File: config.mk
export PLATFORM = sky130hd
export DESIGN_NAME = adc_compare_block
export DESIGN_NICKNAME = d
export VERILOG_FILES = /design/src/hw/adc_compare_pkg.sv /design/src/hw/adc_compare_block.sv
export SDC_FILE = /design/constraint.sdc
export NUM_CORES = 1
export LEC_CHECK = 0
export BUFFER_PORTS_ARGS = -buffer_cell sky130_fd_sc_hd__clkbuf_2
export CAP_MARGIN = 20
export CORE_MARGIN = 2
export CORE_UTILIZATION = 45
export CTS_BUF_LIST = sky130_fd_sc_hd__clkbuf_8
export DETAILED_ROUTE_END_ITERATION = 8
export HOLD_SLACK_MARGIN = 0.05
export PLACE_DENSITY = 0.78
export SYNTH_ARGS = -nofsm -noshare
export SYNTH_HDL_FRONTEND = slang
export SYNTH_SLANG_ARGS = --single-unit
export TNS_END_PERCENT = 100
File: constraint.sdc
create_clock -name i_clk -period 1.9 [get_ports i_clk]
set_clock_uncertainty 0.2 [all_clocks]
set_input_delay 0.19 -clock i_clk [delete_from_list [all_inputs] [get_ports i_clk]]
set_output_delay 0.19 -clock i_clk [all_outputs]
set_load 0.02 [all_outputs]
File: src/hw/adc_compare_pkg.sv
// Package for the converter compare stage: widths, codes and timing.
// Assumes a single 50 MHz clock domain.
package adc_compare_pkg;
    localparam int          CLK_HZ          = 50_000_000;
    localparam real         CMP_TIME_US     = 4.44;
    // Longest time: round down, at least one cycle.
    localparam int          CMP_CYCLES_RAW  = int'($floor(CMP_TIME_US * CLK_HZ / 1.0e6));
    localparam int          CMP_CYCLES      = (CMP_CYCLES_RAW < 1) ? 1 : CMP_CYCLES_RAW;
    localparam int          LEVEL_W         = 6;
    localparam int          BUF_W           = 8;
    localparam int          CHAN_W          = 3;
    localparam int          NUM_CHAN        = 6;
    localparam int          REF_W           = 8;
    localparam logic [5:0]  LEVEL_RESET     = 6'h00;
    localparam logic [2:0]  CHAN_RESET      = 3'h0;
    localparam logic [5:0]  KEY_PIN_MASK    = 6'h3c;

    typedef enum logic [1:0] {
        ST_IDLE   = 2'b00,
        ST_SAMPLE = 2'b01,
        ST_DONE   = 2'b10
    } cmp_state_t;

    typedef struct packed {
        logic        stop_reset;
        logic        enable_reset;
    } reset_evt_t;
endpackage

File: src/hw/adc_compare_block.sv
// Compare stage of a software-driven successive-approximation converter.
// Assumes inputs synchronous to i_clk; the comparator output is a digital
// level presented on i_cmp_above, valid for the reference on o_ref_half.
`timescale 1ns/100ps
`default_nettype none
module adc_compare_block (
    input  wire logic                                  i_clk,          // 50 MHz clock
    input  wire logic                                  i_resetn,       // Power-on reset, low
    input  wire adc_compare_pkg::reset_evt_t           i_reset_evt,    // Stop / enable-pin reset
    input  wire logic                                  i_level_wr,     // Write level from buffer
    input  wire logic [adc_compare_pkg::BUF_W-1:0]     i_data_buffer,  // Data buffer contents
    input  wire logic                                  i_chan_wr,      // Write channel select
    input  wire logic [adc_compare_pkg::CHAN_W-1:0]    i_chan_sel,     // Channel select bits
    input  wire logic                                  i_analog_en,    // Pins to analog mode
    input  wire logic                                  i_flag_rd,      // Read of result flag
    input  wire logic                                  i_cmp_above,    // Comparator: input > ref
    input  wire logic [adc_compare_pkg::NUM_CHAN-1:0]  i_pin_level,    // Digital pin levels
    input  wire logic                                  i_key_halt_en,  // Key halt release armed
    output logic [adc_compare_pkg::REF_W-1:0]          o_ref_half,     // Reference in 1/128 VDD
    output logic [adc_compare_pkg::NUM_CHAN-1:0]       o_pin_route,    // One-hot pin to comparator
    output logic [adc_compare_pkg::NUM_CHAN-1:0]       o_analog_mode,  // Pin in analog mode
    output logic [adc_compare_pkg::NUM_CHAN-1:0]       o_input_latch,  // Port input latches
    output logic                                       o_switch_on,    // Sampling switches closed
    output logic                                       o_flag,         // Compare result flag
    output logic                                       o_flag_valid,   // One-cycle result pulse
    output logic                                       o_halt_release  // Key halt release
);
    localparam int CW = $clog2(adc_compare_pkg::CMP_CYCLES + 1);

    // Elaboration checks: the logic below is written for these widths.
    if (adc_compare_pkg::NUM_CHAN > (1 << adc_compare_pkg::CHAN_W)) begin : g_chan_check
        $error("Too many channels for the select width.");
    end
    if (adc_compare_pkg::LEVEL_W > adc_compare_pkg::BUF_W) begin : g_level_check
        $error("Level wider than the data buffer.");
    end
    if (adc_compare_pkg::REF_W != adc_compare_pkg::LEVEL_W + 2) begin : g_ref_check
        $error("Reference width must be the level width plus two.");
    end

    logic [adc_compare_pkg::LEVEL_W-1:0]   level_q;
    logic [adc_compare_pkg::CHAN_W-1:0]    chan_q;
    logic                                  analog_q;
    adc_compare_pkg::cmp_state_t           state_q;
    logic [CW-1:0]                         cnt_q;
    logic                                  flag_q;
    logic                                  valid_q;
    logic [adc_compare_pkg::NUM_CHAN-1:0]  latch_q;
    logic [adc_compare_pkg::NUM_CHAN-1:0]  route_d;
    logic                                  soft_reset;

    assign soft_reset = i_reset_evt.stop_reset | i_reset_evt.enable_reset;

    // Compare level: upper two buffer bits are dropped.
    always_ff @(posedge i_clk or negedge i_resetn) begin
        if (!i_resetn) begin
            level_q <= adc_compare_pkg::LEVEL_RESET;
        end else if (i_level_wr) begin
            level_q <= i_data_buffer[adc_compare_pkg::LEVEL_W-1:0];
        end
    end

    // Reference in half-LSB units: 2n-1 for n>0, zero for n=0.
    always_comb begin
        if (level_q == 6'h00) begin
            o_ref_half = 8'h00;
        end else begin
            o_ref_half = {1'b0, level_q, 1'b0} - 8'h01;
        end
    end

    // Channel select and analog mode; all soft resets return to port mode.
    always_ff @(posedge i_clk or negedge i_resetn) begin
        if (!i_resetn) begin
            chan_q   <= adc_compare_pkg::CHAN_RESET;
            analog_q <= 1'b0;
        end else if (soft_reset) begin
            chan_q   <= adc_compare_pkg::CHAN_RESET;
            analog_q <= 1'b0;
        end else begin
            if (i_chan_wr) begin
                chan_q <= i_chan_sel;
            end
            if (i_analog_en != analog_q) begin
                analog_q <= i_analog_en;
            end
        end
    end

    // Codes past the last channel route nothing, so the comparator input floats.
    always_comb begin
        route_d = '0;
        if (analog_q && (int'(chan_q) < adc_compare_pkg::NUM_CHAN)) begin
            route_d[chan_q] = 1'b1;
        end
    end
    assign o_pin_route   = route_d;
    assign o_analog_mode = route_d;

    // Input latches follow their pins except when cut off for analog use.
    always_ff @(posedge i_clk or negedge i_resetn) begin
        if (!i_resetn) begin
            latch_q <= '0;
        end else begin
            for (int i = 0; i < adc_compare_pkg::NUM_CHAN; i++) begin
                if (!route_d[i]) begin
                    latch_q[i] <= i_pin_level[i];
                end
            end
        end
    end
    assign o_input_latch = latch_q;
    assign o_halt_release = i_key_halt_en
                          & (|(latch_q & adc_compare_pkg::KEY_PIN_MASK));

    // One comparison per flag read, lasting one instruction time.
    always_ff @(posedge i_clk or negedge i_resetn) begin
        if (!i_resetn) begin
            state_q <= adc_compare_pkg::ST_IDLE;
            cnt_q   <= '0;
        end else begin
            case (state_q)
                adc_compare_pkg::ST_IDLE: begin
                    if (i_flag_rd) begin
                        state_q <= adc_compare_pkg::ST_SAMPLE;
                        cnt_q   <= CW'(adc_compare_pkg::CMP_CYCLES - 1);
                    end
                end
                adc_compare_pkg::ST_SAMPLE: begin
                    if (cnt_q == '0) begin
                        state_q <= adc_compare_pkg::ST_DONE;
                    end else begin
                        cnt_q <= cnt_q - 1'b1;
                    end
                end
                adc_compare_pkg::ST_DONE: begin
                    state_q <= adc_compare_pkg::ST_IDLE;
                end
                default: begin
                    state_q <= adc_compare_pkg::ST_IDLE;
                end
            endcase
        end
    end
    assign o_switch_on = (state_q == adc_compare_pkg::ST_SAMPLE);

    // The flag is only updated at the end of a comparison.
    always_ff @(posedge i_clk or negedge i_resetn) begin
        if (!i_resetn) begin
            flag_q  <= 1'b0;
            valid_q <= 1'b0;
        end else begin
            valid_q <= 1'b0;
            if (state_q == adc_compare_pkg::ST_SAMPLE && cnt_q == '0) begin
                flag_q  <= i_cmp_above;
                valid_q <= 1'b1;
            end
        end
    end
    assign o_flag       = flag_q;
    assign o_flag_valid = valid_q;

    // Assertions.
    ref_code_a: assert property (@(posedge i_clk) disable iff (!i_resetn)
        (level_q != 6'h00) |-> (o_ref_half[0] && (o_ref_half[7:1] == {1'b0, level_q - 6'h01})))
        else $error("Reference does not match the level code.");
    level_load_a: assert property (@(posedge i_clk) disable iff (!i_resetn)
        i_level_wr |=> (level_q == $past(i_data_buffer[5:0])))
        else $error("Level not loaded from buffer.");
    chan_zero_a: assert property (@(posedge i_clk) disable iff (!i_resetn)
        (analog_q && chan_q == 3'h0) |-> (o_pin_route == 6'h01))
        else $error("Channel zero not routed to pin zero.");
    soft_rst_a: assert property (@(posedge i_clk) disable iff (!i_resetn)
        soft_reset |=> (o_analog_mode == 6'h00))
        else $error("Pins not returned to port mode.");
    no_read_a: assert property (@(posedge i_clk) disable iff (!i_resetn)
        (state_q == adc_compare_pkg::ST_IDLE && !i_flag_rd) |=> !o_switch_on)
        else $error("Comparison started without a read.");
    cmp_time_a: assert property (@(posedge i_clk) disable iff (!i_resetn)
        $rose(o_switch_on) |-> ##[1:222] o_flag_valid)
        else $error("Comparison exceeded one instruction time.");
    flag_val_a: assert property (@(posedge i_clk) disable iff (!i_resetn)
        o_flag_valid |-> (o_flag == $past(i_cmp_above)))
        else $error("Flag does not follow the comparator.");
    latch_hold_a: assert property (@(posedge i_clk) disable iff (!i_resetn)
        (route_d[2] && $past(route_d[2])) |-> $stable(latch_q[2]))
        else $error("Cut-off latch changed.");
    flag_hold_a: assert property (@(posedge i_clk) disable iff (!i_resetn)
        !o_flag_valid |-> $stable(o_flag))
        else $error("Flag changed outside a comparison.");
    valid_pulse_a: assert property (@(posedge i_clk) disable iff (!i_resetn)
        o_flag_valid |=> !o_flag_valid)
        else $error("Result pulse longer than one cycle.");
    switch_end_a: assert property (@(posedge i_clk) disable iff (!i_resetn)
        o_flag_valid |-> ($past(o_switch_on) && !o_switch_on))
        else $error("Switches not opened with the result.");
    read_start_a: assert property (@(posedge i_clk) disable iff (!i_resetn)
        (state_q == adc_compare_pkg::ST_IDLE && i_flag_rd) |=> o_switch_on)
        else $error("Read did not start a comparison.");
    route_hot_a: assert property (@(posedge i_clk) disable iff (!i_resetn)
        $onehot0(o_pin_route))
        else $error("More than one pin routed.");
    route_off_a: assert property (@(posedge i_clk) disable iff (!i_resetn)
        !analog_q |-> (o_analog_mode == 6'h00))
        else $error("Pin in analog mode while port mode is set.");
    latch_follow_a: assert property (@(posedge i_clk) disable iff (!i_resetn)
        !route_d[3] |=> (latch_q[3] == $past(i_pin_level[3])))
        else $error("Port latch does not follow its pin.");
endmodule // adc_compare_block
`default_nettype wire

* Word-level counts from Yosys, hierarchy flattened
Cells that the tools add are included.
** Storage, ports and cells
- Output and inout port bits :: 30
- Input port bits :: 27
- Flip-flop bits (word level) :: 28
** Operators by class
- Add/sub/neg operators :: 2
- Bitwise gates (word level) :: 2
- Mux-type cells :: 15
- Eq/ne operators :: 5
- Reduce and logical (&&, ||, !) cells :: 12
- Magnitude comparators :: 3
** Operators by type and width (count)
- $mux W8 :: 3
- $pmux W8 S2 :: 1
- $logic_not A8 Y1 :: 1
- $sub A7 B1 Y8 const B :: 1
- $sub A8 B1 Y8 const B :: 1
- $logic_not A6 Y1 :: 1
- $mux W3 :: 2
- $mux W6 :: 1
- $reduce_bool A2 Y1 :: 3
- $lt A3 B4 Y1 const B :: 1
- $mux W1 :: 4
- $mux W2 :: 2
- $ne A2 B2 Y1 const B :: 2
- $pmux W2 S2 :: 1
- $reduce_or A4 Y1 :: 1
- $demux W1 S3 :: 1
- $ge A3 B1 Y1 const B :: 1
- $logic_and A1 B1 Y1 :: 3
- $lt A3 B3 Y1 const B :: 1
- $reduce_and A3 Y1 :: 1
- $eq A2 B1 Y1 const B :: 1
- $logic_not A2 Y1 :: 1
- $ne A2 B1 Y1 const B :: 1
- $reduce_and A2 Y1 :: 1
- 3 further kinds :: 3

* Logic depth before layout (Yosys ltp)
- Word-level depth :: 5
- Depth in mapped cells :: 6
- Gate-level depth less buffers :: 6

* Worst setup path before layout
Ideal clock, no wire load.
- Kind :: register to register
- Start point :: register cnt_q[5]
- End point :: register cnt_q[6]
- Slack :: 0.049 ns
- Cell stages (with the launch flop) :: 5
- Arrival :: 1.582 ns
- Cells stage by stage :: dfrtp_1 or4b_1 buf_2 or4_1 nand3_1
** On the way
- Longest elaborated chain between the ends :: 3
- Elaborated cells between the ends (all ways) :: 6
** Ends and longest elaborated chain
- start: declaration :: RTL line adc_compare_block.sv:45 : logic [CW-1:0] cnt_q;
- start signal: assignment :: RTL line adc_compare_block.sv:126 : cnt_q <= CW'(adc_compare_pkg::CMP_CYCLES - 1);
- start signal: assignment :: RTL line adc_compare_block.sv:133 : cnt_q <= cnt_q - 1'b1;
- $sub A8 B1 Y8 or $logic_not A8 Y1 (tied branches) :: RTL line adc_compare_block.sv:133, adc_compare_block.sv:130
- $mux W8 or $ne A2 B2 Y1 (tied branches)
- $pmux W8 S2 or $reduce_and A3 Y1 (tied branches)
Parallel ways exist; a longest one is shown, timed or not. The select of a mux whose other input is x is not followed.
A chain may end at the register's enable or synchronous reset.

* Worst setup path in the final report
- Start point :: register level_q[1] (netlist name)
- End point :: output o_ref_half[5] (netlist name)
** On the way
- Longest elaborated chain between the ends :: 2
- Elaborated cells between the ends (all ways) :: 3
** Ends and longest elaborated chain
- start: declaration :: RTL line adc_compare_block.sv:41 : logic [adc_compare_pkg::LEVEL_W-1:0] level_q;
- start signal: assignment :: RTL line adc_compare_block.sv:57 : level_q <= adc_compare_pkg::LEVEL_RESET;
- start signal: assignment :: RTL line adc_compare_block.sv:59 : level_q <= i_data_buffer[adc_compare_pkg::LEVEL_W-1:0];
- $sub A7 B1 Y8 or $logic_not A6 Y1 (tied branches) :: RTL line adc_compare_block.sv:68, adc_compare_block.sv:65
- $mux W8 (*) :: RTL line adc_compare_block.sv:65 : if (level_q == 6'h00) begin
- end: declaration :: RTL line adc_compare_block.sv:19 : output logic [adc_compare_pkg::REF_W-1:0] o_ref_half,
Mark *: on every way between the ends. The rest lies on a longest branch, timed or not.

==> metrics.md <==
| Metric | Value |
|---|---|
| Status | complete, but fails checks |
| Failing checks | setup timing |
| Syn nets | 168 |
| P&R area growth vs syn | 48.9% |
| Flop and latch count out of synthesis | 28 |
| Worst Hold Depth | 3 |
| Slew HR | 53.9% |
| Post-route ant nets | 0 |
| Cell area after synthesis | 0.00142 sq mm |
| VDD IR max | 475 uV |
| Share of post-route cells with drive strength above 1 | 45.2% |
| DP HPWL | 2440 um |
| Unrepaired setup endpoints after global routing | true |
| Chip height | 60.2 um |
| Met1 Track Usage GR | 21.3% |
| Placed insts | 234 |
| Starting Density | 46.9% |
| Initial antenna violation count | 0 |
| Grt met2 use | 40.2% |
| Top_reg_cell synth | dfrtp_1 |
| Tmin final | 1.92 ns |
| Clock buffer depth | 2 |
| Slew @ Worst Pin | 0.692 ns |
| Via Count | 1,332 |
| Vias in the first global route | 1,284 |
| Setup Slack @ Placement | -0.0976 ns |
| Slew Viols, Final | 0 |
| PortBufs | 54 |
| Startpoint types | flip-flop |
| CORE AREA | 0.00303 sq mm |
| Total CTS buffers | 3 |
| Most frequent cells after synthesis | dfrtp_1, nor2_1, mux2_2 |
| Die Wd | 60.2 um |
| Fin. Hold Viols | 0 |
| GP Congestion | 0.860 |
| Post-synth EDFFs | 0 |
| Unique cell type count in the Yosys netlist | 33 |
| GRT busiest layer | met2 |
| Hold Crit Class | input pin to flip-flop |
| First-pass GRT wire length | 5460 um |
| # DRC | 0 |
| Final period utilization | 101% |
| Sink Count | 28 |
| GRT Residual Overflow | 0 |
| CTS tree | yes |
| Peak Freq | 520 MHz |
| Largest net degree at the start of global routing | 29 |
| Post-Route WL | 3880 um |
| Detailed-route wire length per cell | 14.7 um |
| Async SR Flop Fraction | 100% |
| Syn Inst Count | 137 |
| Synth warn | 0 |
| Setup CP Type | flip-flop to output port |
| Ports | 57 |
| Worst EP arrival | 1.53 ns |
| Top cells by area, synth | dfrtp_1, mux2_2, nor2_1 |
| Synthesized area per cell | 10.4 sq um |
| Worst setup margin | -0.0242 ns |
| Via density | 5.06 |
| Crit-path max FO | 4 |
| Die area | 0.00362 sq mm |
| Sequential fraction of the synthesis area | 49.3% |
| Initial DRC Count | 54 |
| Nets | 251 |
| Crit end category | output port |
| # rows | 20 |
| Antenna diode count | 0 |
| Cell taking the most area after synthesis | dfrtp_1 |
| Setup TNS Final | -0.0430 ns |
| Synth top area share | 49.3% |
| Worst hold slack | 0.0609 ns |
| Reg clk slew, reported paths | 0.09 ns |
| Worst path required time | 1.51 ns |
| H-Tree Level Count | 1 |
| Final Cell Area | 0.00212 sq mm |
| Cell Count, Final, Fillers Out | 263 |
| Total iterations of the first detailed-routing run | 4 |
| Power Density | 803 mW/mm^2 |
| GR Layer Usage met3 | 3.03% |
| GR Util All Layers | 20.3% |
| Cell with the most instances after synthesis | dfrtp_1 |
| Worst-case reg-to-reg path depth | 3 |
| Leak | 1.01 nW |
| Clk_lat worst skew | 0.27 ns |
| Clk root buf | clkbuf_8 |
| Endpoints failing setup | 2 |
| Max Cap Viol | 0 |
| Placed Area | 0.00175 sq mm |
==> sequential cells by signal (all words and copies together) (netlist names) <==
name,count
o_flag,1
chan_q,3
state_q,2
cnt_q,8
level_q,6
o_input_latch,6
analog_q,1
o_flag_valid,1
==> what timing repair did <==
action                     4_1_cts  5_1_grt
buffers inserted                 1        2
setup endpoints to repair       13       16
resized for setup                4       25
pin swaps                        0        3
hold buffers                    22        0
hold endpoints to repair        45        0
==> power breakdown <==
group / switching, mW / internal [mW] / leakage (nW)
sequential: 0.0917 / 0.678 / 0.330
clock: 0.175 / 0.185 / 0.0288
combinational: 0.282 / 0.287 / 0.656
total: 0.549 / 1.15 / 1.01
==> through the flow <==
| stage | utilization [%] | power, mW |
|---|---|---|
| after floorplan | - | 1.02 |
| after global placement | 57.8 | 1.19 |
| after detailed placement | 57.8 | 1.23 |
| after CTS | 67.7 | 1.65 |
| after global routing | 69.9 | 1.80 |
| final | 69.9 | 1.70 |
==> worst max-delay path: stages, from the launching register on <==
cell and delay, ns:
dfrtp_1 0.39, inv_1 0.13, ha_2 0.24, nand2_1 0.08, xor2_1 0.16, nor2_1 0.10, buf_2 0.17
==> per-layer routing <==
layer  routed length [um]  vias up
li1                     -      639
met1                 1490      640
met2                 2150       43
met3                  142       10
met4                   94        0
met5                    0        -
==> cells by family (layout without fill, tap and decap cells) <==
| family | count (synthesis) | after routing | share of synthesized area [%] |
|---|---|---|---|
| compound gates | 14 | 14 | 5.99 |
| xor+xnor | 4 | 4 | 2.47 |
| fa+ha+maj | 4 | 4 | 3.52 |
| buf+inv | 15 | 97 | 5.63 |
| flops | 28 | 28 | 49.3 |
| mux | 16 | 16 | 12.3 |
| simple gates | 56 | 56 | 20.8 |
==> layout by cell type, fill, tap and decap left out, types with 4 or more instances in the layout <==
| master | n |
|---|---|
| nand2b_1 | 4 |
| mux2_2 | 11 |
| dfrtp_1 | 26 |
| nor3_1 | 8 |
| mux2i_1 | 4 |
| clkbuf_2 | 48 |
| nand2_1 | 10 |
| dlygate4sd3_1 | 22 |
| clkbuf_8 | 4 |
| o21ai_0 | 5 |
| buf_4 | 14 |
| nor2_1 | 13 |
==> final timing paths <==
check / to / slack (ns) / startpoint
max: o_ref_half[5] / -0.02 / level_q[1]
min: cnt_q[7] / 0.06 / i_flag_rd
max reg2reg: cnt_q[6] / 0.04 / cnt_q[4]
min reg2reg: o_flag / 0.32 / o_flag
max in group asynchronous: level_q[2] / 0.73 / i_resetn
min in group asynchronous: o_input_latch[3] / 0.29 / i_resetn
==> cell type report <==
type | instances | area (sq um)
Multi-Input combinational cell | 94 | 693
Fill cell | 222 | 912
Clock buffer | 4 | 55.1
Tap cell | 44 | 55.1
Inverter | 6 | 22.5
Sequential cell | 28 | 703
Timing Repair Buffer | 87 | 587
No activity file was read; power rests on OpenSTA's default activity.
